### config.mk
export PLATFORM = sky130hd
export DESIGN_NAME = sts_sweep_seq
export DESIGN_NICKNAME = d
export VERILOG_FILES = /design/src/design/sts_pkg.sv /design/src/design/sts_step_tick.sv /design/src/design/sts_sweep_seq.sv
export SDC_FILE = /design/constraint.sdc
export NUM_CORES = 1
export LEC_CHECK = 0
export ABC_AREA = 1
export BUFFER_PORTS_ARGS = -buffer_cell sky130_fd_sc_hd__buf_2
export CORE_AREA = 2 2 250 252
export CTS_BUF_LIST = sky130_fd_sc_hd__clkbuf_4
export DETAILED_ROUTE_END_ITERATION = 16
export DIE_AREA = 0 0 252 254
export PLACE_DENSITY = 0.65
export REMOVE_ABC_BUFFERS = 1
export SKIP_LAST_GASP = 1
export SLEW_MARGIN = 20
export SYNTH_ARGS = -nofsm -noshare
export SYNTH_HDL_FRONTEND = slang
export SYNTH_SLANG_ARGS = --single-unit
### constraint.sdc
create_clock -name clk -period 23.7 [get_ports clk]
set_input_delay 4.74 -clock clk [delete_from_list [all_inputs] [get_ports clk]]
set_output_delay 4.74 -clock clk [all_outputs]
set_load 0.01 [all_outputs]
### src/design/sts_pkg.sv
// Shared constants, types and helpers of the sweep sequencer
package sts_pkg;

  localparam logic [7:0]  CLK_NS    = 8'h32;
  localparam logic [7:0]  STEP_NS   = 8'h7D;
  localparam longint      MAX_T_NS  = 64'h0000_0017_4876_E800;
  localparam logic [29:0] MAX_STEPS = 30'(MAX_T_NS / 64'(STEP_NS));
  localparam logic [29:0] MIN_STEPS = 30'h0000_0001;

  localparam logic [14:0] COUNT_RST = 15'h0000;
  localparam logic [14:0] COUNT_MAX = 15'h7FFF;
  localparam logic [14:0] AVG_RUN   = 15'h000A;
  localparam logic [13:0] PTS_DEF   = 14'h0271;
  localparam logic [9:0]  PRE_NUM   = 10'h1F3;
  localparam logic [9:0]  PRE_DIV   = 10'h1F4;
  localparam logic [6:0]  VID_MAX   = 7'h64;
  localparam logic [6:0]  VID_RST   = 7'h32;
  localparam logic signed [7:0] IFP_MIN = 8'shE2;
  localparam logic signed [7:0] IFP_MAX = 8'shF6;

  localparam logic [7:0] A_CTRL  = 8'h00;
  localparam logic [7:0] A_CMD   = 8'h04;
  localparam logic [7:0] A_COUNT = 8'h08;
  localparam logic [7:0] A_PTS   = 8'h0C;
  localparam logic [7:0] A_OFS   = 8'h10;
  localparam logic [7:0] A_GDLY  = 8'h14;
  localparam logic [7:0] A_GLEN  = 8'h18;
  localparam logic [7:0] A_VLVL  = 8'h1C;
  localparam logic [7:0] A_ILVL  = 8'h20;
  localparam logic [7:0] A_STAT  = 8'h24;
  localparam logic [7:0] A_AVG   = 8'h28;

  localparam logic [1:0] RESP_OK  = 2'h0;
  localparam logic [1:0] RESP_SLV = 2'h2;
  localparam logic [1:0] RESP_DEC = 2'h3;

  typedef enum logic [1:0] {
    MODE_CONT = 2'b00, MODE_SINGLE = 2'b01, MODE_BLANK = 2'b10,
    MODE_RSVD = 2'b11 } sts_mode_e;
  typedef enum logic [1:0] {
    SRC_FREE = 2'b00, SRC_VIDEO = 2'b01, SRC_REAR = 2'b10,
    SRC_IFP = 2'b11 } sts_src_e;
  typedef enum logic [1:0] {
    DET_PEAK = 2'b00, DET_AUTOPK = 2'b01, DET_RMS = 2'b10,
    DET_AVG = 2'b11 } sts_det_e;
  typedef enum logic [1:0] {
    ST_IDLE = 2'b00, ST_ARM = 2'b01, ST_DELAY = 2'b10,
    ST_RUN = 2'b11 } sts_state_e;
  typedef enum logic [1:0] {
    GPH_SHUT = 2'b00, GPH_WAIT = 2'b01, GPH_OPEN = 2'b10 } sts_gph_e;

  typedef struct packed {
    logic [20:0] rsvd;
    sts_det_e    det;
    logic        zero_span;
    logic        dual;
    logic        gate_edge;
    logic        gate_en;
    logic        neg_pol;
    sts_src_e    src;
    sts_mode_e   mode;
  } sts_ctrl_s;

  localparam sts_ctrl_s CTRL_RST = '0;

  function automatic logic [31:0] strb_merge(input logic [31:0] o,
      input logic [31:0] n, input logic [3:0] s);
    logic [31:0] r;
    r = o;
    for (int i = 0; i < 4; i++) begin
      if (s[i]) r[i*8 +: 8] = n[i*8 +: 8];
    end
    return r;
  endfunction : strb_merge

  function automatic logic pts_ok(input logic [31:0] v);
    return v inside {32'h9B, 32'h139, 32'h271, 32'h4E3, 32'h9C5,
                     32'h1389, 32'h2711};
  endfunction : pts_ok

  function automatic logic [13:0] pre_limit(input logic [13:0] p);
    logic [23:0] m;
    m = 24'(p) * 24'(PRE_NUM);
    return 14'(m / 24'(PRE_DIV));
  endfunction : pre_limit

  function automatic logic avg_det(input sts_det_e d);
    return d == DET_RMS || d == DET_AVG;
  endfunction : avg_det

  function automatic logic gate_src(input sts_src_e s);
    return s == SRC_REAR || s == SRC_IFP;
  endfunction : gate_src

endpackage : sts_pkg

### src/design/sts_step_tick.sv
// Fractional divider giving one pulse per 125 ns time step
`timescale 1ns/1ps
module sts_step_tick
  import sts_pkg::*;
(
  input  wire logic clk,
  input  wire logic rst_n,
  output logic      tick
);
  logic [7:0] acc_q;
  logic [7:0] sum;

  // Step is not a whole number of cycles, so pulses alternate 2 and 3 apart
  assign sum = acc_q + CLK_NS;

  always_ff @(posedge clk or negedge rst_n) begin
    if (!rst_n) begin
      acc_q <= 8'h00;
      tick  <= 1'b0;
    end else if (sum >= STEP_NS) begin
      acc_q <= sum - STEP_NS;
      tick  <= 1'b1;
    end else begin
      acc_q <= sum;
      tick  <= 1'b0;
    end
  end
endmodule : sts_step_tick

### src/design/sts_sweep_seq.sv
// Sweep sequencer: register slave, trigger, gate and pass control
//
// Implementation choices: the AXI4-Lite interface to the registers and the address map.
`timescale 1ns/1ps
module sts_sweep_seq
  import sts_pkg::*;
(
  input  wire logic              clk,
  input  wire logic              rst_n,
  input  wire logic [7:0]        s_axi_awaddr,
  input  wire logic              s_axi_awvalid,
  output logic                   s_axi_awready,
  input  wire logic [31:0]       s_axi_wdata,
  input  wire logic [3:0]        s_axi_wstrb,
  input  wire logic              s_axi_wvalid,
  output logic                   s_axi_wready,
  output logic [1:0]             s_axi_bresp,
  output logic                   s_axi_bvalid,
  input  wire logic              s_axi_bready,
  input  wire logic [7:0]        s_axi_araddr,
  input  wire logic              s_axi_arvalid,
  output logic                   s_axi_arready,
  output logic [31:0]            s_axi_rdata,
  output logic [1:0]             s_axi_rresp,
  output logic                   s_axi_rvalid,
  input  wire logic              s_axi_rready,
  input  wire logic              rear_trigger_gate_input,
  input  wire logic [6:0]        displayed_level,
  input  wire logic signed [7:0] ifp_level_dbm,
  input  wire logic              ifp_in_band,
  output logic                   acq_enable,
  output logic                   sample_strobe,
  output logic [13:0]            sample_index,
  output logic                   pass_start,
  output logic                   pass_done,
  output logic                   trace_clear,
  output logic                   display_enable,
  output logic                   window_sel,
  output logic [1:0]             triggered_indicator,
  output logic                   peak_det_allow,
  output logic [14:0]            avg_length,
  output logic                   seq_done
);
  sts_ctrl_s         ctrl_q, nctrl;
  sts_state_e        state_q;
  sts_gph_e          gph_q;
  logic [14:0]       count_q, pass_cnt_q;
  logic [13:0]       points_q, samp_q, pre_eff, lim;
  logic [31:0]       offset_q, cur_mag, ofs_mag, wcur, wv, rd_val;
  logic [29:0]       gdly_q, glen_q, dly_q, gcnt_q;
  logic [6:0]        vthr_q;
  logic signed [7:0] ithr_q;
  logic [7:0]        awaddr_q;
  logic [31:0]       wdata_q;
  logic [3:0]        wstrb_q;
  logic              aw_hold_q, w_hold_q, wr_fire, wmap, wlegal, wr_ok;
  logic              restart, resume, abort, st_clr;
  logic              tick, lvl, pl, prev_q, edge_hit, gate_open;
  logic              last_samp, last_pass, pass_end, win_end, fin;
  logic              start_ok, blank_q;

  sts_step_tick u_tick (
    .clk   (clk),
    .rst_n (rst_n),
    .tick  (tick)
  );

  // Write channel: address and data caught separately, one write at a time
  assign s_axi_awready = !aw_hold_q && !s_axi_bvalid;
  assign s_axi_wready  = !w_hold_q && !s_axi_bvalid;
  assign wr_fire       = aw_hold_q && w_hold_q && !s_axi_bvalid;
  assign wr_ok         = wr_fire && wmap && wlegal;

  always_ff @(posedge clk or negedge rst_n) begin
    if (!rst_n) begin
      aw_hold_q    <= 1'b0;
      w_hold_q     <= 1'b0;
      awaddr_q     <= 8'h00;
      wdata_q      <= 32'h0000_0000;
      wstrb_q      <= 4'h0;
      s_axi_bvalid <= 1'b0;
      s_axi_bresp  <= RESP_OK;
    end else begin
      if (s_axi_awvalid && s_axi_awready) begin
        aw_hold_q <= 1'b1;
        awaddr_q  <= {s_axi_awaddr[7:2], 2'b00};
      end
      if (s_axi_wvalid && s_axi_wready) begin
        w_hold_q <= 1'b1;
        wdata_q  <= s_axi_wdata;
        wstrb_q  <= s_axi_wstrb;
      end
      if (wr_fire) begin
        aw_hold_q    <= 1'b0;
        w_hold_q     <= 1'b0;
        s_axi_bvalid <= 1'b1;
        s_axi_bresp  <= !wmap ? RESP_DEC : (!wlegal ? RESP_SLV : RESP_OK);
      end else if (s_axi_bready) begin
        s_axi_bvalid <= 1'b0;
      end
    end
  end

  always_comb begin
    case (awaddr_q)
      A_CTRL:  wcur = ctrl_q;
      A_COUNT: wcur = {17'h0, count_q};
      A_PTS:   wcur = {18'h0, points_q};
      A_OFS:   wcur = offset_q;
      A_GDLY:  wcur = {2'h0, gdly_q};
      A_GLEN:  wcur = {2'h0, glen_q};
      A_VLVL:  wcur = {25'h0, vthr_q};
      A_ILVL:  wcur = {{24{ithr_q[7]}}, ithr_q};
      default: wcur = 32'h0000_0000;
    endcase
  end

  assign wv      = strb_merge(wcur, wdata_q, wstrb_q);
  assign ofs_mag = wv[31] ? 32'h0 - wv : wv;
  assign lim     = pre_limit(points_q);

  // Illegal writes leave the register alone and answer SLVERR; unmapped ones answer DECERR
  always_comb begin
    wmap   = 1'b1;
    wlegal = 1'b1;
    nctrl  = sts_ctrl_s'(wv);
    nctrl.rsvd = 21'h0;
    case (awaddr_q)
      A_CTRL: begin
        if (nctrl.gate_en && !gate_src(nctrl.src)) nctrl.src = SRC_IFP;
      end
      A_COUNT: wlegal = wv[31:15] == 17'h0;
      A_PTS:   wlegal = pts_ok(wv);
      A_OFS: begin
        wlegal = ofs_mag <= {2'h0, MAX_STEPS} &&
                 (!wv[31] || (ctrl_q.zero_span && !ctrl_q.gate_en &&
                  !avg_det(ctrl_q.det) &&
                  ofs_mag <= {18'h0, lim}));
      end
      A_GDLY, A_GLEN: begin
        wlegal = wv >= {2'h0, MIN_STEPS} && wv <= {2'h0, MAX_STEPS};
      end
      A_VLVL:  wlegal = wv <= {25'h0, VID_MAX};
      A_ILVL: begin
        wlegal = (wv[31:7] == 25'h0 || wv[31:7] == 25'h1FF_FFFF) &&
                 $signed(wv[7:0]) >= IFP_MIN &&
                 $signed(wv[7:0]) <= IFP_MAX;
      end
      A_CMD, A_STAT: wlegal = 1'b1;
      default: wmap = 1'b0;
    endcase
  end

  assign restart = wr_ok && (awaddr_q == A_CTRL ||
                   (awaddr_q == A_CMD && wv[0]));
  assign resume  = wr_ok && awaddr_q == A_CMD && wv[1];
  assign abort   = wr_ok && awaddr_q == A_CMD && wv[2];
  assign st_clr  = wr_ok && awaddr_q == A_STAT && wv[0];

  always_ff @(posedge clk or negedge rst_n) begin
    if (!rst_n) begin
      ctrl_q   <= CTRL_RST;
      count_q  <= COUNT_RST;
      points_q <= PTS_DEF;
      offset_q <= 32'h0000_0000;
      gdly_q   <= MIN_STEPS;
      glen_q   <= MIN_STEPS;
      vthr_q   <= VID_RST;
      ithr_q   <= IFP_MIN;
    end else if (wr_ok) begin
      case (awaddr_q)
        A_CTRL: begin
          ctrl_q <= nctrl;
          // A setting change that forbids pretrigger drops it to zero
          if (offset_q[31] && !(nctrl.zero_span && !nctrl.gate_en &&
              !avg_det(nctrl.det))) offset_q <= 32'h0;
        end
        A_COUNT: count_q  <= wv[14:0];
        A_PTS:   points_q <= wv[13:0];
        A_OFS:   offset_q <= wv;
        A_GDLY: begin
          gdly_q <= wv[29:0];
          if (gate_src(ctrl_q.src)) offset_q <= {2'h0, wv[29:0]};
        end
        A_GLEN:  glen_q <= wv[29:0];
        A_VLVL:  vthr_q <= wv[6:0];
        A_ILVL:  ithr_q <= wv[7:0];
        default: ;
      endcase
    end
  end

  // Read channel
  assign s_axi_arready = !s_axi_rvalid;

  always_comb begin
    case ({s_axi_araddr[7:2], 2'b00})
      A_CTRL:  rd_val = ctrl_q;
      A_COUNT: rd_val = {17'h0, count_q};
      A_PTS:   rd_val = {18'h0, points_q};
      A_OFS:   rd_val = offset_q;
      A_GDLY:  rd_val = {2'h0, gdly_q};
      A_GLEN:  rd_val = {2'h0, glen_q};
      A_VLVL:  rd_val = {25'h0, vthr_q};
      A_ILVL:  rd_val = {{24{ithr_q[7]}}, ithr_q};
      A_STAT:  rd_val = {1'b0, pass_cnt_q, 10'h0, peak_det_allow,
                         triggered_indicator, window_sel,
                         state_q != ST_IDLE, seq_done};
      A_AVG:   rd_val = {17'h0, avg_length};
      default: rd_val = 32'h0000_0000;
    endcase
  end

  always_ff @(posedge clk or negedge rst_n) begin
    if (!rst_n) begin
      s_axi_rvalid <= 1'b0;
      s_axi_rdata  <= 32'h0000_0000;
      s_axi_rresp  <= RESP_OK;
    end else if (s_axi_arvalid && s_axi_arready) begin
      s_axi_rvalid <= 1'b1;
      s_axi_rdata  <= rd_val;
      s_axi_rresp  <= (s_axi_araddr[7:2] > A_AVG[7:2] ||
                       {s_axi_araddr[7:2], 2'b00} == A_CMD) ?
                      RESP_DEC : RESP_OK;
    end else if (s_axi_rready) begin
      s_axi_rvalid <= 1'b0;
    end
  end

  // Trigger level of the chosen source; the rear pin is TTL, clock-aligned
  always_comb begin
    unique case (ctrl_q.src)
      SRC_FREE:  lvl = 1'b1;
      SRC_VIDEO: lvl = displayed_level >= vthr_q;
      SRC_REAR:  lvl = rear_trigger_gate_input;
      SRC_IFP:   lvl = ifp_in_band && ifp_level_dbm > ithr_q;
    endcase
  end

  assign pl       = lvl ^ ctrl_q.neg_pol;
  assign edge_hit = pl && !prev_q;

  always_ff @(posedge clk or negedge rst_n) begin
    if (!rst_n) prev_q <= 1'b1;
    else        prev_q <= pl;
  end

  // Gate: wait phase counts the delay, open phase the edge-mode length
  always_ff @(posedge clk or negedge rst_n) begin
    if (!rst_n) begin
      gph_q  <= GPH_SHUT;
      gcnt_q <= 30'h0;
    end else if (!ctrl_q.gate_en) begin
      gph_q  <= GPH_SHUT;
      gcnt_q <= 30'h0;
    end else if (!ctrl_q.gate_edge && !pl) begin
      gph_q  <= GPH_SHUT;
      gcnt_q <= 30'h0;
    end else begin
      case (gph_q)
        GPH_SHUT: begin
          if (ctrl_q.gate_edge ? edge_hit : pl) gph_q <= GPH_WAIT;
          gcnt_q <= 30'h0;
        end
        GPH_WAIT: if (tick) begin
          if (gcnt_q == gdly_q - 30'h1) begin
            gph_q  <= GPH_OPEN;
            gcnt_q <= 30'h0;
          end else gcnt_q <= gcnt_q + 30'h1;
        end
        GPH_OPEN: if (tick && ctrl_q.gate_edge) begin
          if (gcnt_q == glen_q - 30'h1) gph_q <= GPH_SHUT;
          else gcnt_q <= gcnt_q + 30'h1;
        end
        default: gph_q <= GPH_SHUT;
      endcase
    end
  end

  assign gate_open = !ctrl_q.gate_en || gph_q == GPH_OPEN;

  // Pretrigger depth, clipped again in case the point count shrank
  assign cur_mag = 32'h0 - offset_q;
  assign pre_eff = !offset_q[31] ? 14'h0 :
                   (cur_mag[13:0] > lim ? lim : cur_mag[13:0]);

  // Point count shrunk mid-pass ends the pass instead of wrapping
  assign last_samp = samp_q >= points_q - 14'h1;
  assign last_pass = {1'b0, pass_cnt_q} + 16'h1 >=
                     (count_q == 15'h0 ? 16'h1 : {1'b0, count_q});
  assign pass_end  = state_q == ST_RUN && tick && gate_open && last_samp;
  assign win_end   = pass_end && (!ctrl_q.dual || window_sel);
  assign fin       = win_end && ctrl_q.mode != MODE_CONT && last_pass;
  assign start_ok  = samp_q == pre_eff && (ctrl_q.gate_en ||
                     ctrl_q.src == SRC_FREE || edge_hit);

  // Pretrigger fills from arming; it is not a rolling window of history
  assign acq_enable    = (state_q == ST_RUN && gate_open) ||
                         (state_q == ST_ARM && samp_q < pre_eff);
  assign sample_strobe = acq_enable && tick;
  assign sample_index  = samp_q;
  assign display_enable = !blank_q;

  always_ff @(posedge clk or negedge rst_n) begin
    if (!rst_n) begin
      state_q     <= ST_ARM;
      samp_q      <= 14'h0;
      dly_q       <= 30'h0;
      pass_cnt_q  <= 15'h0;
      window_sel  <= 1'b0;
      blank_q     <= 1'b0;
      trace_clear <= 1'b0;
      pass_start  <= 1'b0;
      pass_done   <= 1'b0;
    end else begin
      trace_clear <= 1'b0;
      pass_start  <= 1'b0;
      pass_done   <= 1'b0;
      if (abort) begin
        state_q <= ST_IDLE;
        blank_q <= 1'b0;
      end else if (restart || (resume && ctrl_q.mode != MODE_CONT)) begin
        state_q     <= ST_ARM;
        samp_q      <= 14'h0;
        pass_cnt_q  <= 15'h0;
        window_sel  <= 1'b0;
        blank_q     <= (restart ? nctrl.mode : ctrl_q.mode) ==
                       MODE_BLANK;
        trace_clear <= restart;
      end else begin
        unique case (state_q)
          ST_IDLE: ;
          ST_ARM: begin
            if (tick && samp_q < pre_eff) samp_q <= samp_q + 14'h1;
            else if (start_ok) begin
              pass_start <= 1'b1;
              dly_q      <= 30'h0;
              if (!offset_q[31] && offset_q != 32'h0)
                state_q <= ST_DELAY;
              else state_q <= ST_RUN;
            end
          end
          ST_DELAY: if (tick) begin
            if (dly_q == offset_q[29:0] - 30'h1) state_q <= ST_RUN;
            else dly_q <= dly_q + 30'h1;
          end
          ST_RUN: if (tick && gate_open) begin
            if (last_samp) begin
              pass_done <= 1'b1;
              samp_q    <= 14'h0;
              state_q   <= ST_ARM;
              if (!win_end) window_sel <= 1'b1;
              else begin
                window_sel <= 1'b0;
                if (pass_cnt_q != COUNT_MAX)
                  pass_cnt_q <= pass_cnt_q + 15'h1;
                if (fin) begin
                  state_q <= ST_IDLE;
                  blank_q <= 1'b0;
                end
              end
            end else samp_q <= samp_q + 14'h1;
          end
        endcase
      end
    end
  end

  // Completion flag: a finish in the clearing cycle wins
  always_ff @(posedge clk or negedge rst_n) begin
    if (!rst_n)      seq_done <= 1'b0;
    else if (fin && !abort && !restart) seq_done <= 1'b1;
    else if (st_clr) seq_done <= 1'b0;
  end

  always_ff @(posedge clk or negedge rst_n) begin
    if (!rst_n) begin
      peak_det_allow      <= 1'b1;
      triggered_indicator <= 2'b00;
      avg_length          <= 15'h0;
    end else begin
      peak_det_allow <= points_q == PTS_DEF;
      triggered_indicator <= {ctrl_q.dual && ctrl_q.src != SRC_FREE,
                              ctrl_q.src != SRC_FREE};
      if (count_q == 15'h0)
        avg_length <= ctrl_q.mode == MODE_CONT ? AVG_RUN : 15'h0;
      else if (count_q == 15'h1) avg_length <= 15'h0;
      else avg_length <= count_q;
    end
  end
endmodule : sts_sweep_seq

-- Word level (Yosys, flattened, before mapping)
Cells that the tools add are included.
- input port bits: 76
- output and inout port bits: 81
- register bits: 356
- word-level logic and storage cells: 381
- multipliers: 1
- $add $sub $neg: 13
- reductions and logical operators: 131
- muxes and demuxes: 104
- magnitude comparators: 15
- div/mod/pow operators: 1
- bitwise gates (word level): 3
- equality and inequality tests: 70
- operator list (cell ; number):
    $pmux W32 S10 ; 1
    $mux W30 ; 10
    $pmux W32 S8 ; 1
    $mux W15 ; 9
    $mux W32 ; 3
    $pmux W32 S3 ; 1
    $eq A30 B30 Y1 ; 3
    $pmux W30 S3 ; 1
    $sub A30 B1 Y30 const B ; 3
    $mux W14 ; 6
    $le A32 B30 Y1 const B ; 2
    $add A30 B1 Y30 const B ; 2
    $pmux W30 S2 ; 1
    $eq A6 B3 Y1 const B ; 8
    $logic_and A1 B1 Y1 ; 48
    $mux W1 ; 40
    $mux W2 ; 20
    $mux W8 ; 5
    $eq A32 B10 Y1 const B ; 1
    $eq A32 B11 Y1 const B ; 1
    $eq A32 B12 Y1 const B ; 1
    $eq A32 B13 Y1 const B ; 1
    $eq A32 B14 Y1 const B ; 1
    $eq A32 B8 Y1 const B ; 1
    68 further kinds ; 168

-- Longest topological paths before layout
- depth after elaboration: 17
- depth in mapped cells: 142

-- Modules after synthesis
A second synthesis with hierarchy kept.
- cell total of the unflattened synthesis: 4182
- area total of the unflattened synthesis: 30441.7 µm²
- by module, submodules not included (module ; instances ; cells each ; area each (µm²)):
    sts_sweep_seq ; 1 ; 4082 ; 29702.2
    sts_step_tick ; 1 ; 100 ; 739.5

-- Worst setup path after synthesis
OpenSTA, ideal clock, no wires.
- path type: register -> output
- from: register points_q[4]
- to: output port sample_strobe
- slack: 5960 ps
- data arrival time: 13000 ps
- cell stages (with the launch flop): 101
- cells stage by stage: dfstp_2 inv_1 fa_1 fa_1 inv_1 fa_1 inv_1 fa_1 inv_1 ha_1 nand2_1 inv_1 a21oi_1 nand2_2 nand2_1 nand2_1 xor2_2 inv_1 [... 65 more ...] o2111ai_1 nand2_1 clkinv_1 clkbuf_1 nand2_1 o211ai_1 ha_1 nand2_1 inv_1 o21ai_0 o211ai_1 a221oi_1 nor2_1 a211oi_1 o21ai_0 nand3_1 nand3_1 a21oi_1
- cells in the longest elaborated chain, start to end: 9
- ends and longest elaborated chain (element ; line ; RTL):
    start: declaration ; sts_sweep_seq.sv:48 ; logic [13:0] points_q, samp_q, pre_eff, lim;
    start signal: assignment ; sts_sweep_seq.sv:179 ; A_PTS: points_q <= wv[13:0];
    $mul A14 B9 Y23 * ; sts_pkg.sv:83 ; m = 24'(p) * 24'(PRE_NUM);
    $div A23 B9 Y24 * ; sts_pkg.sv:84 ; return 14'(m / 24'(PRE_DIV));
    $gt A14 B14 Y1 ; sts_sweep_seq.sv:285 ; (cur_mag[13:0] > lim ? lim : cur_mag[13:0]);
    $mux W14 * ; sts_sweep_seq.sv:285 ;
    $mux W14 * ; sts_sweep_seq.sv:284 ; assign pre_eff = !offset_q[31] ? 14'h0 :
    $lt A14 B14 Y1 * ; sts_sweep_seq.sv:299 ; (state_q == ST_ARM && samp_q < pre_eff);
    $logic_and A1 B1 Y1 * ; sts_sweep_seq.sv:299 ;
    $logic_or A1 B1 Y1 * ; sts_sweep_seq.sv:298 ; assign acq_enable = (state_q == ST_RUN && gate_open) ||
    $logic_and A1 B1 Y1 * ; sts_sweep_seq.sv:300 ; assign sample_strobe = acq_enable && tick;
    end: declaration ; sts_sweep_seq.sv:32 ; output logic sample_strobe,
Mark *: on every way between the ends. The rest lies on a longest branch, timed or not.

-- Worst setup path after layout
- from: register points_q[10]
- to: output port sample_strobe
Same word-level chain as after synthesis.

==> results_dict.tcl <==
set metrics [dict create \
    status "finished clean" \
    cpPeakStageDelay_ps 770 \
    path_clk_slew_ps 70 \
    relSlewSlack 0.230 \
    cts_tree "yes" \
    path_common_cell "nand2_1" \
    fillerInstances 6077 \
    leakagePower_nw 16.6 \
    synth_flop_cell "dfrtp_1" \
    hold_viol_final 0 \
    ys.warnings.count 0 \
    ant_nets 0 \
    synthArstFlopShare 1.00 \
    numPlacedInstances 5079 \
    numPortBuffers 152 \
    syn-cell-area_um2 30400 \
    drt-initial-drc-count 3133 \
    via_per_inst 5.65 \
    fin_cells 5264 \
    synth_edf_count 0 \
    synth-seq-area-share 0.293 \
    wl_per_cell_um 19.4 \
    syn-instance-count 4217 \
    dpl.hpwl_um 80300 \
    setup_violations 0 \
    fin_nets 4706 \
    cts_inserted_buffers 98 \
    finalWirelength_um 102000 \
    die_area_um2 64000 \
    drc 0 \
    clock_tree.root_cell "clkbuf_4" \
    fmax_mhz 46.6 \
    antenna_found_initial 2 \
    post_cts_resized 0 \
    pin_count 157 \
    overflow 0 \
    drt_first_pass_iters 7 \
    worstMarginPinSlew_ps 1150 \
    rows 91 \
    syn_area_per_cell_um2 7.20 \
    timing.final.crit_period_ps 21470 \
    yosysUniqueCellTypes 69 \
    path_class "flip-flop to output port" \
    drive_above_1_share 0.128 \
    synth_seq_cells 355 \
    cp-start-kind "flip-flop" \
    grt_pass1_vias 27900 \
    track_usage 0.318 \
    max_cap_violations 0 \
    place_congestion 1.01 \
    ir_drop_mv 0.0782 \
    timing.final.crit_share 0.906 \
    slew_violations 0 \
    worstSkewPairLatency_ps 910 \
    syn2layout_area_growth_pct 9.78 \
    die_x_um 252 \
    clock_path_buffers 3 \
    core-area_um2 61300 \
    start_util 0.496 \
    cts_hold_buf 0 \
    critPathCaptureType "output port" \
    clock_skew_ps 78.9 \
    min-delay-path-class "flip-flop to flip-flop" \
    grt_max_degree 158 \
    grt_pass1_wl_um 158000 \
    critPathSlowestCell "dfrtp_1" \
    cts_setup_buffers 0 \
    path_max_fanout 19 \
    fp.dieH_um 254 \
    holdPathStages 0 \
    cp_data_arrival_time_ps 16730 \
    vias 29800 \
    setup_ws_ps 2230 \
    ff2ff_path_depth 114 \
    cts_num_sinks 355 \
    p_per_area_nw_per_um2 91.9 \
    h-tree-depth 3 \
    finalSetupTns_ps 0 \
    pre_cts_slack_ps 3350 \
    critPathRequiredTime_ps 18960 \
    rsz0062_at_grt "no" \
]
==> power by group <==
group	internal (mW)	switching, mW	total, mW
Sequential	0.672	0.0668	0.739
Combinational	0.539	1.18	1.72
Clock	0.312	0.292	0.604
==> critical path, delay by kind of cell (launching register included) <==
family	cells	cell delay (ps)
buffers and inverters	18	1770
AO/OA/AOI/OAI	15	2690
flip-flops	1	770
AND/OR/NAND/NOR	69	7890
adder cells (fa/ha/maj)	7	2720
==> registers in the layout, summed over array words and instances (netlist names), 8 cells and up <==
register / count
pass_cnt_q: 15
avg_length: 15
gcnt_q: 30
count_q: 15
u_tick.acc_q: 8
points_q: 14
offset_q: 32
s_axi_rdata: 32
ctrl_q: 11
glen_q: 30
wdata_q: 32
ithr_q: 8
dly_q: 30
gdly_q: 30
sample_index: 14
==> synthesized netlist by cell type, drive strengths merged (3+ instances only) <==
library cell,number,share of area
a2111oi,3,0.00087
ha,184,0.076
dfstp,17,0.015
buf,10,0.0014
a22oi,10,0.0025
fa,57,0.038
o221ai,25,0.0072
clkinv,12,0.0015
or4,4,0.00099
nand3b,12,0.0030
nor3b,7,0.0017
or2,9,0.0019
nor3,104,0.017
o31ai,6,0.0015
a21o,6,0.0015
a21oi,151,0.025
inv,681,0.084
o211ai,24,0.0059
clkbuf,108,0.013
a221oi,17,0.0049
a41oi,3,0.00087
a211oi,12,0.0030
a31oi,9,0.0019
nand4,69,0.015
mux2,33,0.012
xnor2,42,0.012
xor2,210,0.061
nor2,373,0.049
a21boi,5,0.0014
o41ai,20,0.0058
nand3,233,0.042
nor4,39,0.0080
dfrtp,338,0.28
nand2,922,0.12
o21ai,331,0.056
o21bai,9,0.0022
o21a,17,0.0042
o22ai,75,0.015
o2111ai,15,0.0045
==> placed cells by master (no fill, tap or decap), drive strengths merged, types with 15 or more instances in the layout <==
cell type	Yosys	layout
o211ai	24	24
clkbuf	108	150
buf	10	190
o41ai	20	20
o21ai	331	331
mux2	33	33
o221ai	25	25
xnor2	42	42
nand4	69	69
a221oi	17	17
inv	681	683
dfrtp	338	338
a21oi	151	151
nand2	922	922
clkinv	12	38
nand3	233	233
ha	184	184
fa	57	57
o22ai	75	75
xor2	210	210
dfstp	17	17
nor2	373	373
o2111ai	15	15
nor3	104	104
o21a	17	17
nor4	39	39
==> logic make-up (layout without fill, tap and decap cells) <==
group | after synthesis | after routing | synth area share
xor gates and xnor gates | 252 | 252 | 0.0735
and+or+nand+nor | 1775 | 1775 | 0.260
buffers and inverters | 811 | 1064 | 0.100
AOI/OAI and AO/OA | 750 | 750 | 0.148
adders and majority gates | 241 | 241 | 0.113
muxes | 33 | 33 | 0.0122
DFF | 355 | 355 | 0.293
other | 0 | 4 | 0
==> routing by layer <==
metal,part of all wire,up-vias,GRT usage
met5,0.00014,-,0
met2,0.45,1311,0.507
met4,0.033,2,0.110
met3,0.096,228,0.0651
li1,-,14300,-
met1,0.42,14000,0.430
==> metrics by stage <==
stage / hold WS [ps] / power (mW) / area (um^2) / utilization
after global routing: 380 / 3.31 / 33400 / 0.544
after detailed placement: 366 / 2.44 / 32000 / 0.523
after global placement: 358 / 2.42 / 32000 / 0.523
after floorplan: 354 / 1.96 / 29900 / -
final: 344 / 3.07 / 33400 / 0.544
after CTS: 350 / 3.05 / 33300 / 0.544
==> final timing paths <==
kind	from	endpoint	slack (ps)
worst max-delay path	points_q[10]	sample_strobe	2230
worst min-delay path	count_q[10]	avg_length[10]	340
worst max register to register	points_q[10]	pass_cnt_q[6]	4700
worst min register to register	count_q[10]	avg_length[10]	340
max in group asynchronous	rst_n	pass_cnt_q[7]	17790
min in group asynchronous	rst_n	u_tick.acc_q[4]	3850
==> cell type report <==
class | count | area [um^2] | area share
Antenna cell | 4 | 10.0 | 0.000300
Clock buffer | 150 | 1130 | 0.0338
Clock inverter | 31 | 200 | 0.00600
Inverter | 693 | 2600 | 0.0780
Multi-Input combinational cell | 3051 | 18500 | 0.553
Sequential cell | 355 | 8900 | 0.267
Tap cell | 790 | 988 | 0.0296
Timing Repair Buffer | 190 | 1070 | 0.0320
Power figures use the tool's default switching activity.
